$ cat config.mk
export PLATFORM = sky130hd
export DESIGN_NAME = rbt_top
export DESIGN_NICKNAME = d
export VERILOG_FILES = /design/src/rbt_pkg.sv /design/src/rbt_fifo.sv /design/src/rbt_top.sv
export SDC_FILE = /design/constraint.sdc
export NUM_CORES = 1
export LEC_CHECK = 0
export ABC_AREA = 1
export ABC_CLOCK_PERIOD_IN_PS = 5800
export BUFFER_PORTS_ARGS = -buffer_cell sky130_fd_sc_hd__buf_2
export CORE_MARGIN = 1.5
export CORE_UTILIZATION = 55
export CTS_CLUSTER_DIAMETER = 200
export DETAILED_ROUTE_END_ITERATION = 12
export PLACE_DENSITY = 0.76
export SLEW_MARGIN = 20
export SYNTH_ARGS = -nofsm -noshare
export SYNTH_HDL_FRONTEND = slang
export SYNTH_SLANG_ARGS = --single-unit
$ cat constraint.sdc
create_clock -name i_ref_clk -period 5.8 [get_ports i_ref_clk]
set_clock_uncertainty 0.2 [all_clocks]
set_input_delay 0.29 -clock i_ref_clk [delete_from_list [all_inputs] [get_ports i_ref_clk]]
set_output_delay 0.29 -clock i_ref_clk [all_outputs]
set_load 0.005 [all_outputs]
$ cat src/rbt_pkg.sv
// Constants and types for the registered bidirectional transceiver
package rbt_pkg;
    localparam int DATA_W     = 8;
    localparam int SECTIONS   = 2;
    localparam int LANES      = 4;
    localparam int FIFO_DEPTH = 16;
    localparam int ADDR_W     = 4;

    // Lane index is {section, direction}; direction 0 is A to B
    localparam logic DIR_A_TO_B = 1'b0;
    localparam logic DIR_B_TO_A = 1'b1;

    // Register offsets
    localparam logic [ADDR_W-1:0] OFS_CTRL   = 4'h0;
    localparam logic [ADDR_W-1:0] OFS_STATUS = 4'h4;
    localparam logic [ADDR_W-1:0] OFS_STORE  = 4'h8;
    localparam logic [ADDR_W-1:0] OFS_PINS   = 4'hc;

    // Field positions
    localparam int CTRL_HOLD_BIT     = 0;
    localparam int STAT_LEVEL_LSB    = 0;
    localparam int STAT_OVERWR_BIT   = 8;
    localparam int STAT_FULL_BIT     = 9;

    // Reset values
    localparam logic       CTRL_HOLD_RST = 1'b0;
    localparam logic [7:0] DRIVE_OFF     = 8'hff;

    // One capture travelling through the FIFO
    typedef struct packed {
        logic              sec;
        logic              dir;
        logic [DATA_W-1:0] data;
    } rbt_load_t;

    // Pin levels of one lane, all from outside the clock domain
    typedef struct packed {
        logic              clock;
        logic              load_enable_n;
        logic              drive_enable_n;
        logic [DATA_W-1:0] bus_bit;
    } rbt_pin_t;

    localparam rbt_pin_t PIN_RST = '{clock: 1'b0, load_enable_n: 1'b1, drive_enable_n: 1'b1, bus_bit: 8'h00};
endpackage

$ cat src/rbt_fifo.sv
// Synchronous FIFO carrying captured loads to the storage registers
`timescale 1ns/100ps
module rbt_fifo #(
    parameter int WIDTH = 10,
    parameter int DEPTH = rbt_pkg::FIFO_DEPTH
) (
    // Clock and control
    input  wire logic                     i_ref_clk,
    input  wire logic                     i_rst_n,
    input  wire logic                     i_clk_en,
    // Fill side
    input  wire logic                     i_in_valid,
    output logic                          o_in_ready,
    input  wire logic [WIDTH-1:0]         i_in_data,
    // Drain side
    output logic                          o_out_valid,
    input  wire logic                     i_out_ready,
    output logic [WIDTH-1:0]              o_out_data,
    // Fill level
    output logic [$clog2(DEPTH):0]        o_level
);
    localparam int AW = $clog2(DEPTH);
    localparam logic [AW:0] FULL_LEVEL = DEPTH[AW:0];

    logic [WIDTH-1:0] mem_reg [DEPTH];
    logic [AW-1:0]    wr_ptr_reg;
    logic [AW-1:0]    rd_ptr_reg;
    logic [AW:0]      level_reg;
    logic             push;
    logic             pop;

    // Flags come straight from the level count
    assign o_in_ready  = (level_reg != FULL_LEVEL);
    assign o_out_valid = (level_reg != '0);
    assign o_out_data  = mem_reg[rd_ptr_reg];
    assign o_level     = level_reg;
    assign push        = i_in_valid & o_in_ready;
    assign pop         = o_out_valid & i_out_ready;

    // Storage, not reset since contents are qualified by the level
    always_ff @(posedge i_ref_clk) begin
        if (i_clk_en && push) begin
            mem_reg[wr_ptr_reg] <= i_in_data;
        end
    end

    // Pointers and level
    always_ff @(posedge i_ref_clk) begin
        if (!i_rst_n) begin
            wr_ptr_reg <= '0;
            rd_ptr_reg <= '0;
            level_reg  <= '0;
        end else if (i_clk_en) begin
            if (push) begin
                wr_ptr_reg <= AW'(wr_ptr_reg + 1'b1);
            end
            if (pop) begin
                rd_ptr_reg <= AW'(rd_ptr_reg + 1'b1);
            end
            if (push && !pop) begin
                level_reg <= (AW+1)'(level_reg + 1'b1);
            end else if (pop && !push) begin
                level_reg <= (AW+1)'(level_reg - 1'b1);
            end
        end
    end
endmodule // rbt_fifo

$ cat src/rbt_top.sv
// Registered bidirectional transceiver: pin sampling, capture, storage, drivers, registers
//
// Added by the designer: the plain strobed port and the register offsets.
`timescale 1ns/100ps
module rbt_top (
    // Clock, reset, clock enable
    input  wire logic                                        i_ref_clk,
    input  wire logic                                        i_rst_n,
    input  wire logic                                        i_clk_en,
    // Direction clocks and enables, one bit per section
    input  wire logic [rbt_pkg::SECTIONS-1:0]                i_a_to_b_clock,
    input  wire logic [rbt_pkg::SECTIONS-1:0]                i_b_to_a_clock,
    input  wire logic [rbt_pkg::SECTIONS-1:0]                i_a_to_b_load_enable_n,
    input  wire logic [rbt_pkg::SECTIONS-1:0]                i_b_to_a_load_enable_n,
    input  wire logic [rbt_pkg::SECTIONS-1:0]                i_a_to_b_drive_enable_n,
    input  wire logic [rbt_pkg::SECTIONS-1:0]                i_b_to_a_drive_enable_n,
    // A side bus pins
    input  wire logic [rbt_pkg::SECTIONS-1:0][rbt_pkg::DATA_W-1:0] i_a_side_bus_bit,
    output logic [rbt_pkg::SECTIONS-1:0][rbt_pkg::DATA_W-1:0]      o_a_side_bus_bit,
    output logic [rbt_pkg::SECTIONS-1:0][rbt_pkg::DATA_W-1:0]      o_a_side_bus_oe_n,
    // B side bus pins
    input  wire logic [rbt_pkg::SECTIONS-1:0][rbt_pkg::DATA_W-1:0] i_b_side_bus_bit,
    output logic [rbt_pkg::SECTIONS-1:0][rbt_pkg::DATA_W-1:0]      o_b_side_bus_bit,
    output logic [rbt_pkg::SECTIONS-1:0][rbt_pkg::DATA_W-1:0]      o_b_side_bus_oe_n,
    // Register port
    input  wire logic [rbt_pkg::ADDR_W-1:0]                  i_reg_addr,
    input  wire logic [31:0]                                 i_reg_wdata,
    input  wire logic                                        i_reg_wr,
    input  wire logic                                        i_reg_rd,
    output logic [31:0]                                      o_reg_rdata,
    // Capture path back-pressure
    output logic                                             o_fifo_ready
);
    import rbt_pkg::*;

    localparam int LVL_W = $clog2(FIFO_DEPTH) + 1;

    // Synchroniser stages and accepted levels, one per lane
    rbt_pin_t         pin_raw [LANES];
    rbt_pin_t         sync1_reg [LANES];
    rbt_pin_t         sync2_reg [LANES];
    rbt_pin_t         sync3_reg [LANES];
    rbt_pin_t         filt_reg [LANES];
    logic [LANES-1:0] clk_prev_reg;
    logic [LANES-1:0] load_evt;

    // Pending captures waiting for the FIFO
    logic [LANES-1:0]  pend_vld_reg;
    logic [DATA_W-1:0] pend_data_reg [LANES];
    logic [1:0]        pend_sel;
    logic              pend_any;
    rbt_load_t         push_load;
    logic              fifo_in_ready;

    // Drain side
    rbt_load_t         pop_load;
    logic              fifo_out_valid;
    logic              fifo_pop;
    logic [LVL_W-1:0]  fifo_level;

    // Direction storage, deliberately without reset
    logic [DATA_W-1:0] store_reg [LANES];

    // Software visible state, the ready output flop and the drive enables
    logic              hold_reg;
    logic              overwr_reg;
    logic [31:0]       rdata_reg;
    logic              fifo_ready_reg;
    logic [SECTIONS-1:0][DATA_W-1:0] a_oe_n_reg;
    logic [SECTIONS-1:0][DATA_W-1:0] b_oe_n_reg;

    // Lowest pending lane wins; pins are far slower than the clock so no starvation
    function automatic logic [1:0] first_lane(input logic [LANES-1:0] vld);
        logic [1:0] idx;
        idx = 2'd0;
        for (int i = LANES - 1; i >= 0; i--) begin
            if (vld[i]) begin
                idx = 2'(i);
            end
        end
        return idx;
    endfunction

    // Lane number from section and direction
    function automatic logic [1:0] lane_of(input logic sec, input logic dir);
        return {sec, dir};
    endfunction

    // Gather pins per lane; A to B takes the A bus, B to A the B bus
    always_comb begin
        for (int s = 0; s < SECTIONS; s++) begin
            pin_raw[lane_of(s[0], DIR_A_TO_B)] = '{clock: i_a_to_b_clock[s],
                load_enable_n: i_a_to_b_load_enable_n[s],
                drive_enable_n: i_a_to_b_drive_enable_n[s], bus_bit: i_a_side_bus_bit[s]};
            pin_raw[lane_of(s[0], DIR_B_TO_A)] = '{clock: i_b_to_a_clock[s],
                load_enable_n: i_b_to_a_load_enable_n[s],
                drive_enable_n: i_b_to_a_drive_enable_n[s], bus_bit: i_b_side_bus_bit[s]};
        end
    end

    // Three-stage sampling; a bit is accepted once stages two and three agree
    always_ff @(posedge i_ref_clk) begin
        if (!i_rst_n) begin
            for (int l = 0; l < LANES; l++) begin
                sync1_reg[l] <= PIN_RST;
                sync2_reg[l] <= PIN_RST;
                sync3_reg[l] <= PIN_RST;
                filt_reg[l]  <= PIN_RST;
            end
            clk_prev_reg <= '0;
        end else if (i_clk_en) begin
            for (int l = 0; l < LANES; l++) begin
                sync1_reg[l] <= pin_raw[l];
                sync2_reg[l] <= sync1_reg[l];
                sync3_reg[l] <= sync2_reg[l];
                filt_reg[l]  <= (filt_reg[l] & (sync2_reg[l] ^ sync3_reg[l]))
                              | (sync2_reg[l] & ~(sync2_reg[l] ^ sync3_reg[l]));
                clk_prev_reg[l] <= filt_reg[l].clock;
            end
        end
    end

    // Rising clock with load enable low is a capture
    always_comb begin
        for (int l = 0; l < LANES; l++) begin
            load_evt[l] = filt_reg[l].clock & ~clk_prev_reg[l]
                        & ~filt_reg[l].load_enable_n;
        end
    end

    // Arbitration of pending captures onto the FIFO
    assign pend_any  = |pend_vld_reg;
    assign pend_sel  = first_lane(pend_vld_reg);
    assign push_load = '{sec: pend_sel[1], dir: pend_sel[0], data: pend_data_reg[pend_sel]};

    // Pending slot per lane; a new capture beats the clear of a push
    always_ff @(posedge i_ref_clk) begin
        if (!i_rst_n) begin
            pend_vld_reg <= '0;
        end else if (i_clk_en) begin
            for (int l = 0; l < LANES; l++) begin
                if (load_evt[l]) begin
                    pend_vld_reg[l] <= 1'b1;
                end else if (pend_any && fifo_in_ready && pend_sel == 2'(l)) begin
                    pend_vld_reg[l] <= 1'b0;
                end
            end
        end
    end

    // Captured bus value, taken unchanged
    always_ff @(posedge i_ref_clk) begin
        if (i_clk_en) begin
            for (int l = 0; l < LANES; l++) begin
                if (load_evt[l]) begin
                    pend_data_reg[l] <= filt_reg[l].bus_bit;
                end
            end
        end
    end

    // Holds captures while software freezes the storage
    rbt_fifo #(
        .WIDTH ($bits(rbt_load_t)),
        .DEPTH (FIFO_DEPTH)
    ) u_fifo (
        .i_ref_clk   (i_ref_clk),
        .i_rst_n     (i_rst_n),
        .i_clk_en    (i_clk_en),
        .i_in_valid  (pend_any),
        .o_in_ready  (fifo_in_ready),
        .i_in_data   (push_load),
        .o_out_valid (fifo_out_valid),
        .i_out_ready (~hold_reg),
        .o_out_data  (pop_load),
        .o_level     (fifo_level)
    );

    assign fifo_pop = fifo_out_valid & ~hold_reg;

    // Each lane owns its own register; loads land whatever the drive enables say
    always_ff @(posedge i_ref_clk) begin
        if (i_clk_en && fifo_pop) begin
            store_reg[lane_of(pop_load.sec, pop_load.dir)] <= pop_load.data;
        end
    end

    // Drive enables; high means pins released so the far side may drive
    always_ff @(posedge i_ref_clk) begin
        if (!i_rst_n) begin
            a_oe_n_reg <= {SECTIONS{DRIVE_OFF}};
            b_oe_n_reg <= {SECTIONS{DRIVE_OFF}};
        end else if (i_clk_en) begin
            for (int s = 0; s < SECTIONS; s++) begin
                b_oe_n_reg[s] <= {DATA_W{filt_reg[lane_of(s[0], DIR_A_TO_B)].drive_enable_n}};
                a_oe_n_reg[s] <= {DATA_W{filt_reg[lane_of(s[0], DIR_B_TO_A)].drive_enable_n}};
            end
        end
    end

    // Bus outputs come straight from storage
    always_comb begin
        for (int s = 0; s < SECTIONS; s++) begin
            o_b_side_bus_bit[s] = store_reg[lane_of(s[0], DIR_A_TO_B)];
            o_a_side_bus_bit[s] = store_reg[lane_of(s[0], DIR_B_TO_A)];
        end
    end
    assign o_a_side_bus_oe_n = a_oe_n_reg;
    assign o_b_side_bus_oe_n = b_oe_n_reg;

    // Hold bit stalls draining, so the FIFO really fills
    always_ff @(posedge i_ref_clk) begin
        if (!i_rst_n) begin
            hold_reg <= CTRL_HOLD_RST;
        end else if (i_clk_en && i_reg_wr && i_reg_addr == OFS_CTRL) begin
            hold_reg <= i_reg_wdata[CTRL_HOLD_BIT];
        end
    end

    // Sticky overwrite: a capture onto a still pending slot; set beats clear
    always_ff @(posedge i_ref_clk) begin
        if (!i_rst_n) begin
            overwr_reg <= 1'b0;
        end else if (i_clk_en) begin
            if (|(load_evt & pend_vld_reg)) begin
                overwr_reg <= 1'b1;
            end else if (i_reg_wr && i_reg_addr == OFS_STATUS && i_reg_wdata[STAT_OVERWR_BIT]) begin
                overwr_reg <= 1'b0;
            end
        end
    end

    // Ready seen at the port one cycle after the FIFO state
    always_ff @(posedge i_ref_clk) begin
        if (!i_rst_n) begin
            fifo_ready_reg <= 1'b1;
        end else if (i_clk_en) begin
            fifo_ready_reg <= fifo_in_ready;
        end
    end
    assign o_fifo_ready = fifo_ready_reg;

    // Read data valid only in the cycle after the strobe; unmapped reads zero
    always_ff @(posedge i_ref_clk) begin
        if (!i_rst_n) begin
            rdata_reg <= 32'h0000_0000;
        end else if (i_clk_en) begin
            rdata_reg <= 32'h0000_0000;
            if (i_reg_rd) begin
                case (i_reg_addr)
                    OFS_CTRL: begin
                        rdata_reg[CTRL_HOLD_BIT] <= hold_reg;
                    end
                    OFS_STATUS: begin
                        rdata_reg[STAT_LEVEL_LSB +: LVL_W] <= fifo_level;
                        rdata_reg[STAT_OVERWR_BIT]         <= overwr_reg;
                        rdata_reg[STAT_FULL_BIT]           <= ~fifo_in_ready;
                    end
                    OFS_STORE: begin
                        rdata_reg <= {store_reg[3], store_reg[2], store_reg[1], store_reg[0]};
                    end
                    OFS_PINS: begin
                        for (int l = 0; l < LANES; l++) begin
                            rdata_reg[l*4 +: 3] <= {filt_reg[l].drive_enable_n,
                                                    filt_reg[l].load_enable_n, filt_reg[l].clock};
                        end
                    end
                    default: begin
                        rdata_reg <= 32'h0000_0000;
                    end
                endcase
            end
        end
    end
    assign o_reg_rdata = rdata_reg;
endmodule // rbt_top

==> impl_results.md, run 1 <==
* Max Slew Vio Count at 0
* CTS Buf Count at 45
* Sw Pwr at around 2000 uW
* Syn nets at 1675
* Distinct cell type count after synthesis at 36
* Clock latency on the worst-skew pair at 0.54 ns
* Synth warn at 0
* Slew margin rel. at 26.5%
* Via count at between 10000 and 15000
* Routed WL at 38000 um
* Worst-path fanout max at 78
* Pre-CTS WS at 2.50 ns
* Synth Cell Area at approximately 19000 sq um
* Total die area at 34900 sq um
* H-tree depth at 2
* Cell taking the most area after synthesis: edfxtp_1
* Post-CTS setup buffers at 0
* P_leak at 0.00806 uW
* Pwr per Cell Area at approximately 360 nW/um^2
* Sequential share of power at about half
* Share of cells above drive strength 1 at between 10% and 20%
* Core Box Area at about 33000 sq um
* Final TNS setup at 0 ns
* Gate count after technology mapping at between 1500 and 2000
* R2R Setup Slk at 2.49 ns
* TritonCTS clock tree: built
* Area delta synth->final at 15.0%
* Nets at approximately 1800
* ANT cells at 0
* Delay of the slowest critical-path stage at 0.85 ns
* Clock Path Buffers at 3
* RSZ-0062 raised after global routing: no
* FF+latch count, synth at approximately 460
* Share of the core filled with cells at 64.0%
* Total track usage at around 22%
* Most used DFF post-synth: edfxtp_1
* # DRC at 0
* R2r worst-path depth at 8
* Hold crit path type: input port to flip-flop
* Synth async-reset ratio at 0%
* Hold Slack at ~0.042 ns
* Run status: finished, final reports clean
* CP Capture Type: flip-flop
* Max Freq at between 300 and 400 MHz
* Tcrit/Tclk final at 57.1%
* Hold Path Cell Cnt at 5
* Fill cells at 2451
* Die extent in y at roughly 190 um
* Critical path's slowest cell: dfxtp_2
* Antenna violations before repair at 0
* Worst path cell trace: inv_4 > nand2_1 > nand3_1 > nand3_1 > nand3_1 > nand2_1 > nand2_1 > nor2_1
* Worst slew pin tran at approximately 1.1 ns
* CTS root buf: clkbuf_16
* First-pass GRT wire length at between 60000 and 70000 um
* Rows at 67
* CTS Hold Bufs at 53
* Post-synth EDFFs at 400
* Max-Cap Viols at 0
* Gr ovfl total at 0
* Die Span X at about 190 um
* Antenna Nets Post-Route at 0
* Worst Setup Start Kind: flip-flop
* Post-DP HPWL at around 22000 um
* Synth top area share at 64.6%
* WS Path Type: flip-flop to flip-flop
* Internal power at between 5000 and 6000 uW
* Power share of the clock group at between 30% and 40%
* Max FFs per register at 160
* Worst path arrival time at ~3.3 ns
* First DRT Iteration DRCs at between 1000 and 1500
* Initial Util at 55.7%
* Avg WL per Cell at ~17 um
* Fin crit period at approximately 3.3 ns
* Count of final setup violators at 0
* Largest net degree at the start of global routing at roughly 110
* Final WS setup at roughly 2.5 ns
* Number of clock sinks at 464
* Post-CTS sizing at 0
* Fin. Hold Viols at 0
* Routed vias/inst at around 5.4
* Vias in the first global route at around 12000
* Worst Path Required at around 5.8 ns
* Port buffer count at roughly 150
* Worst-path clk slew at 0.06 ns
* Top post-synthesis cells by area: edfxtp_1 65%, dfxtp_1 6.9%, nor2_1 5.8%, nand2_1 3.8%, inv_1 3.5%
* Net Sw Frac at 25.7%
* Top Ports at ~180
* Seq/Total Area, Yosys at a little under three quarters
* Combinational power share at ~13%
* Initial DRT Pass Iterations at 5
* Avg Synthesized Cell Area at around 12 sq um
* GPL Wtd Cong at around 0.94
* Peak VDD IR at about 0.26 mV
==> cell type report <==
cell class                      instances  area (sq um)  share of cell area [%]
Clock buffer                           61          1270                    5.93
Timing Repair Buffer                  209          1340                    6.25
Multi-Input combinational cell        845          4050                    18.9
Clock inverter                         19           179                   0.837
Tap cell                              448           561                    2.62
Inverter                              180           683                    3.20
Sequential cell                       464         13300                    62.2
==> metrics by stage <==
stage / area, sq um / power (uW) / cells
final: 21400 / 7800 / 2226
after global routing: 21400 / 8100 / 2226
after CTS: 21400 / 7830 / 2226
after detailed placement: 19400 / 4970 / 2093
after global placement: 19400 / 4930 / 2093
after floorplan: 18600 / 4680 / 1580
==> final timing paths <==
| check | startpoint | end |
|---|---|---|
| max | flip-flop | store_reg[3][2] |
| max reg2reg | flip-flop | store_reg[3][2] |
| min reg2reg | clk_prev_reg[2] | clk_prev_reg[2] |
| min | i_reg_addr[2] | o_reg_rdata[4] |
==> critical path, delay by kind of cell (launching register included) <==
family | cells | cell delay, ns
buffers and inverters | 1 | 0.50
and+or+nand+nor | 7 | 1.34
DFF | 1 | 0.85
==> power by group through the flow <==
| stage | sequential, uW | clock (uW) | combinational (uW) |
|---|---|---|---|
| 4_1_cts | 3950 | 2890 | 989 |
| 2_1_floorplan | 3960 | 0 | 722 |
| 6_report | 3950 | 2850 | 998 |
| 3_5_place_dp | 4020 | 0 | 954 |
| 3_3_place_gp | 4010 | 0 | 920 |
| 5_1_grt | 3970 | 3030 | 1100 |
==> cell families (layout without fill, tap and decap cells) <==
family / Yosys count / after routing / share of synthesized area [%]
buffers and inverters: 271 / 469 / 6.69
xor gates and xnor gates: 5 / 5 / 0.236
DFF: 464 / 464 / 71.5
and+or+nand+nor: 583 / 583 / 13.0
adders and majority gates: 10 / 10 / 0.714
AOI/OAI and AO/OA: 247 / 247 / 7.84
==> placed cells by master (no fill, tap or decap), types with 9 or more instances in the layout <==
cell type | Yosys | final
nor2_1 | 286 | 286
dlygate4sd3_1 | 0 | 53
nand3_1 | 59 | 59
o21ai_1 | 11 | 11
nand4_1 | 14 | 14
edfxtp_1 | 400 | 400
a21oi_1 | 64 | 64
clkbuf_16 | 0 | 46
clkbuf_1 | 16 | 9
nand2_1 | 187 | 187
ha_1 | 9 | 9
o211ai_1 | 34 | 34
or2_2 | 20 | 20
inv_1 | 172 | 171
buf_2 | 30 | 151
o21ai_0 | 108 | 108
a32o_1 | 19 | 19
clkinv_1 | 2 | 9
dfxtp_1 | 64 | 63
==> synth_stat cells, types with 2 or more instances <==
cell,number
xnor2_1,2
nand3_1,59
nor2_2,4
clkinv_1,2
buf_6,5
o211ai_1,34
o21ai_0,108
inv_2,5
or2_2,20
a22o_1,7
buf_2,30
nand4_1,14
xor2_1,3
inv_1,172
edfxtp_1,400
nor2_1,286
a32o_1,19
buf_4,39
a21oi_1,64
nor3_1,5
clkbuf_1,16
nand2_1,187
o21ai_1,11
nor2_4,5
ha_1,9
dfxtp_1,64
==> routing by layer <==
layer,part of all wire [%],vias up,track usage [%],routed length (um)
met5,0,-,0,0
met3,6.1,96,3.40,2320
met4,3.5,0,8.41,1350
met1,41,5735,27.9,15600
li1,-,5688,-,-
met2,49,447,37.1,18800
(Power assumes the default switching activity.)
==> run 2, diff against run 1 <==
--- a/config.mk
+++ b/config.mk
@@ -5,8 +5,8 @@
 export SDC_FILE = /design/constraint.sdc
 export NUM_CORES = 1
 export LEC_CHECK = 0
-export ABC_AREA = 1
-export ABC_CLOCK_PERIOD_IN_PS = 5800
+export ABC_AREA = 0
+export ABC_CLOCK_PERIOD_IN_PS = 3450
 export BUFFER_PORTS_ARGS = -buffer_cell sky130_fd_sc_hd__buf_2
 export CORE_MARGIN = 1.5
 export CORE_UTILIZATION = 55
==> constraint.sdc (replaced) <==
create_clock -name i_ref_clk -period 3.45 [get_ports i_ref_clk]
set_clock_uncertainty 0.2 [all_clocks]
set_input_delay 0.1725 -clock i_ref_clk [delete_from_list [all_inputs] [get_ports i_ref_clk]]
set_output_delay 0.1725 -clock i_ref_clk [all_outputs]
set_load 0.005 [all_outputs]
==> run 2 against run 1 <==
Clock power up 74%. Final area up 0.18%. Synthesized area down 2.1%. Synthesized cell count down 28%. Largest power group unchanged. Highest routed layer unchanged.
==> impl_results.md, run 2 <==
* Run status: finished, final reports clean
* Top post-synthesis cells by area: edfxtp_1 66%, dfxtp_1 7.0%, mux4_2 4.8%, and3_1 3.8%, a21oi_1 1.5%
* Die extent in y at 185 um (-1.0%)
* Fill cells at 2199 (-10%)
* Via count at 10300 (-14%)
* Worst-path clk slew at 0.06 ns (about the same)
* Antenna violations before repair at 2 (+2)
* Clock Path Buffers at 3 (unchanged)
* Synth top area share at 66.0% (+1.4 points)
* Gate count after technology mapping at 1137 (-28%)
* Avg Synthesized Cell Area at 16.0 sq um (+36%)
* CP bufs+invs at 1 (unchanged)
* WP depth at 9 (+1)
* Seq/Total Area, Yosys at 73.1% (+1.5 points)
* Tcrit/Tclk final at 90.2% (+33 points)
* Hold Slack at 0.0433 ns (+0.00170 ns)
* CTS Buf Count at 45 (unchanged)
* Vias in the first global route at 10100 (-15%)
* Total die area at 34200 sq um (-2.0%)
* Final Power at 12700 uW (+63%)
* Post-synth EDFFs at 400 (unchanged)
* R2r worst-path depth at 9 (+1)
* Clock latency on the worst-skew pair at 0.54 ns (about the same)
* GPL Wtd Cong at 0.793 (-16%)
* Hold Path Cell Cnt at 4 (-1)
* Cell taking the most area after synthesis: edfxtp_1
* Area delta synth->final at 17.6%
* Total track usage at 21.0% (-0.68 points)
* Port buffer count at 151 (unchanged)
* Worst path cell trace: nor4_1 > a21o_1 > ha_1 > inv_1 > fa_1 > a21o_1 > a21oi_1 > mux2i_1 > mux2i_1
* CP Capture Type: flip-flop
* Core Box Area at 32500 sq um (-2.5%)
* Max-Cap Viols at 0 (unchanged)
* Synth warn at 0 (unchanged)
* Synth Cell Area at 18200 sq um (-2.1%)
* Fin crit period at 3.11 ns (-0.198 ns)
* Count of final setup violators at 0 (unchanged)
* Nets at 1431 (-22%)
* WS Path Type: flip-flop to flip-flop
* Final TNS setup at 0 ns (unchanged)
* Initial Util at 55.9% (+0.23 points)
* Commonest non-fill, non-tap cell in the layout: edfxtp_1
* Hold crit path type: input port to flip-flop
* Post-DP HPWL at 21800 um (-1.7%)
* FF+latch count, synth at 464 (unchanged)
* Routed WL at 35800 um (-5.9%)
* RSZ-0062 raised after global routing: no
* CP delay by family, top: simple AND/OR/NAND/NOR gates
* Pwr per Cell Area at 594 nW/um^2 (+63%)
* H-tree depth at 2 (unchanged)
* Worst slew pin tran at 1.06 ns (-0.0454 ns)
* Syn nets at 1232 (-26%)
* Initial DRT Pass Iterations at 5 (unchanged)
* Worst Setup Start Kind: flip-flop
* Avg WL per Cell at 19.7 um (+15%)
* Worst Path Required at 3.72 ns (-2.04 ns)
* Share of cells above drive strength 1 at 23.3% (+8.7 points)
* Post-CTS sizing at 0 (unchanged)
* Most frequent cells in the layout: 400 x edfxtp_1, 149 x buf_2, 110 x and3_1, 64 x nand2_1, 63 x dfxtp_1
* Critical path's slowest cell: nor4_1
* Slew margin rel. at 29.0% (+2.5 points)
* Max Freq at 321 MHz (+6.4%)
* Delay of the slowest critical-path stage at 0.74 ns (-0.11 ns)
* Count leader, synth: edfxtp_1
* Final WS setup at 0.338 ns (-2.15 ns)
* Worst-path fanout max at 6 (-92%)
* First DRT Iteration DRCs at 852 (-27%)
* Top Ports at 182 (unchanged)
* Routed vias/inst at 5.69 (+5.9%)
* TritonCTS clock tree: built
* Synth async-reset ratio at 0% (unchanged)
* Distinct cell type count after synthesis at 58 (+61%)
* Peak VDD IR at 0.481 mV (+86%)
* Fin. Hold Viols at 0 (unchanged)
* Antenna Nets Post-Route at 0 (unchanged)
* Worst path arrival time at 3.38 ns (+0.11 ns)
* Max FFs per register at 160 (unchanged)
* Pre-CTS WS at 0.411 ns (-2.09 ns)
* Most frequent cells after synthesis: 400 x edfxtp_1, 110 x and3_1, 64 x dfxtp_1, 64 x nand2_1, 55 x a21oi_1
* Gr ovfl total at 0 (unchanged)
* CTS root buf: clkbuf_16
* Max Slew Vio Count at 0 (unchanged)
* Largest net degree at the start of global routing at 118 (+9.3%)
* Most used DFF post-synth: edfxtp_1
* P_leak at 0.00790 uW (-2.0%)
* First-pass GRT wire length at 54700 um (-9.4%)
* Rows at 66 (-1.5%)
* # DRC at 0 (unchanged)
* Number of clock sinks at 464 (unchanged)
* Die Span X at 185 um (-1.0%)
==> run 2: cells by family after synthesis <==
kind of cell / after synthesis / synth area share, %
compound gates: 173 / 5.98
xor+xnor: 7 / 0.337
fa+ha+maj: 10 / 0.729
buf+inv: 108 / 3.25
flops: 464 / 73.1
mux: 77 / 7.84
simple gates: 298 / 8.82
==> run 2: worst reg2reg max path, stage by stage (launching register included) <==
cell	delay (ns)
dfxtp_1	0.38
nor4_1	0.74
a21o_1	0.22
ha_1	0.16
inv_1	0.11
fa_1	0.43
a21o_1	0.20
a21oi_1	0.17
mux2i_1	0.23
mux2i_1	0.20
==> run 2: per-layer routing <==
metal	track usage (%)	share of wire, %	vias up
met1	27.5	41	5134
met3	3.30	5.9	74
met4	7.93	3.0	0
met2	35.4	50	364
li1	-	-	4763
met5	0	0	-
==> run 2: layout make-up <==
cell class	count	area, sq um	area share, %
Sequential cell	464	13300	62.1
Multi-Input combinational cell	565	4340	20.3
Timing Repair Buffer	246	1640	7.68
Clock buffer	57	1230	5.77
Tap cell	442	553	2.58
Clock inverter	26	273	1.27
Inverter	14	58.8	0.275
Antenna cell	1	2.50	0.0117
==> run 2: final timing paths <==
| check | startpoint | endpoint | slack [ns] |
|---|---|---|---|
| setup reg to reg | u_fifo.o_level[0] | u_fifo.o_level[4] | 0.34 |
| setup / recovery | u_fifo.o_level[0] | u_fifo.o_level[4] | 0.34 |
| hold / removal | i_reg_addr[1] | o_reg_rdata[3] | 0.04 |
| hold reg to reg | o_reg_rdata[1] | o_reg_rdata[1] | 0.26 |
==> run 2: timing repair <==
| item | in CTS | in global routing |
|---|---|---|
| setup buffers | 0 | 0 |
| hold buffers | 53 | 0 |
| endpoints found under the hold margin | 82 | 0 |
==> run 2: power by group <==
group | leakage, uW | total [uW] | internal [uW] | switching, uW
combinational | 0.00275 | 1250 | 591 | 654
clock | 0.000734 | 4950 | 2920 | 2030
sequential | 0.00442 | 6520 | 6350 | 174
total | 0.00790 | 12700 | 9860 | 2860
==> run 2: through the flow <==
step | cell area, sq um | util (%) | instances
CTS | 21400 | 65.8 | 1814
global route | 21400 | 65.8 | 1814
finish | 21400 | 65.8 | 1815
global placement | 19400 | 59.5 | 1678
floorplan | 18200 | - | 1137
detailed placement | 19400 | 59.5 | 1678
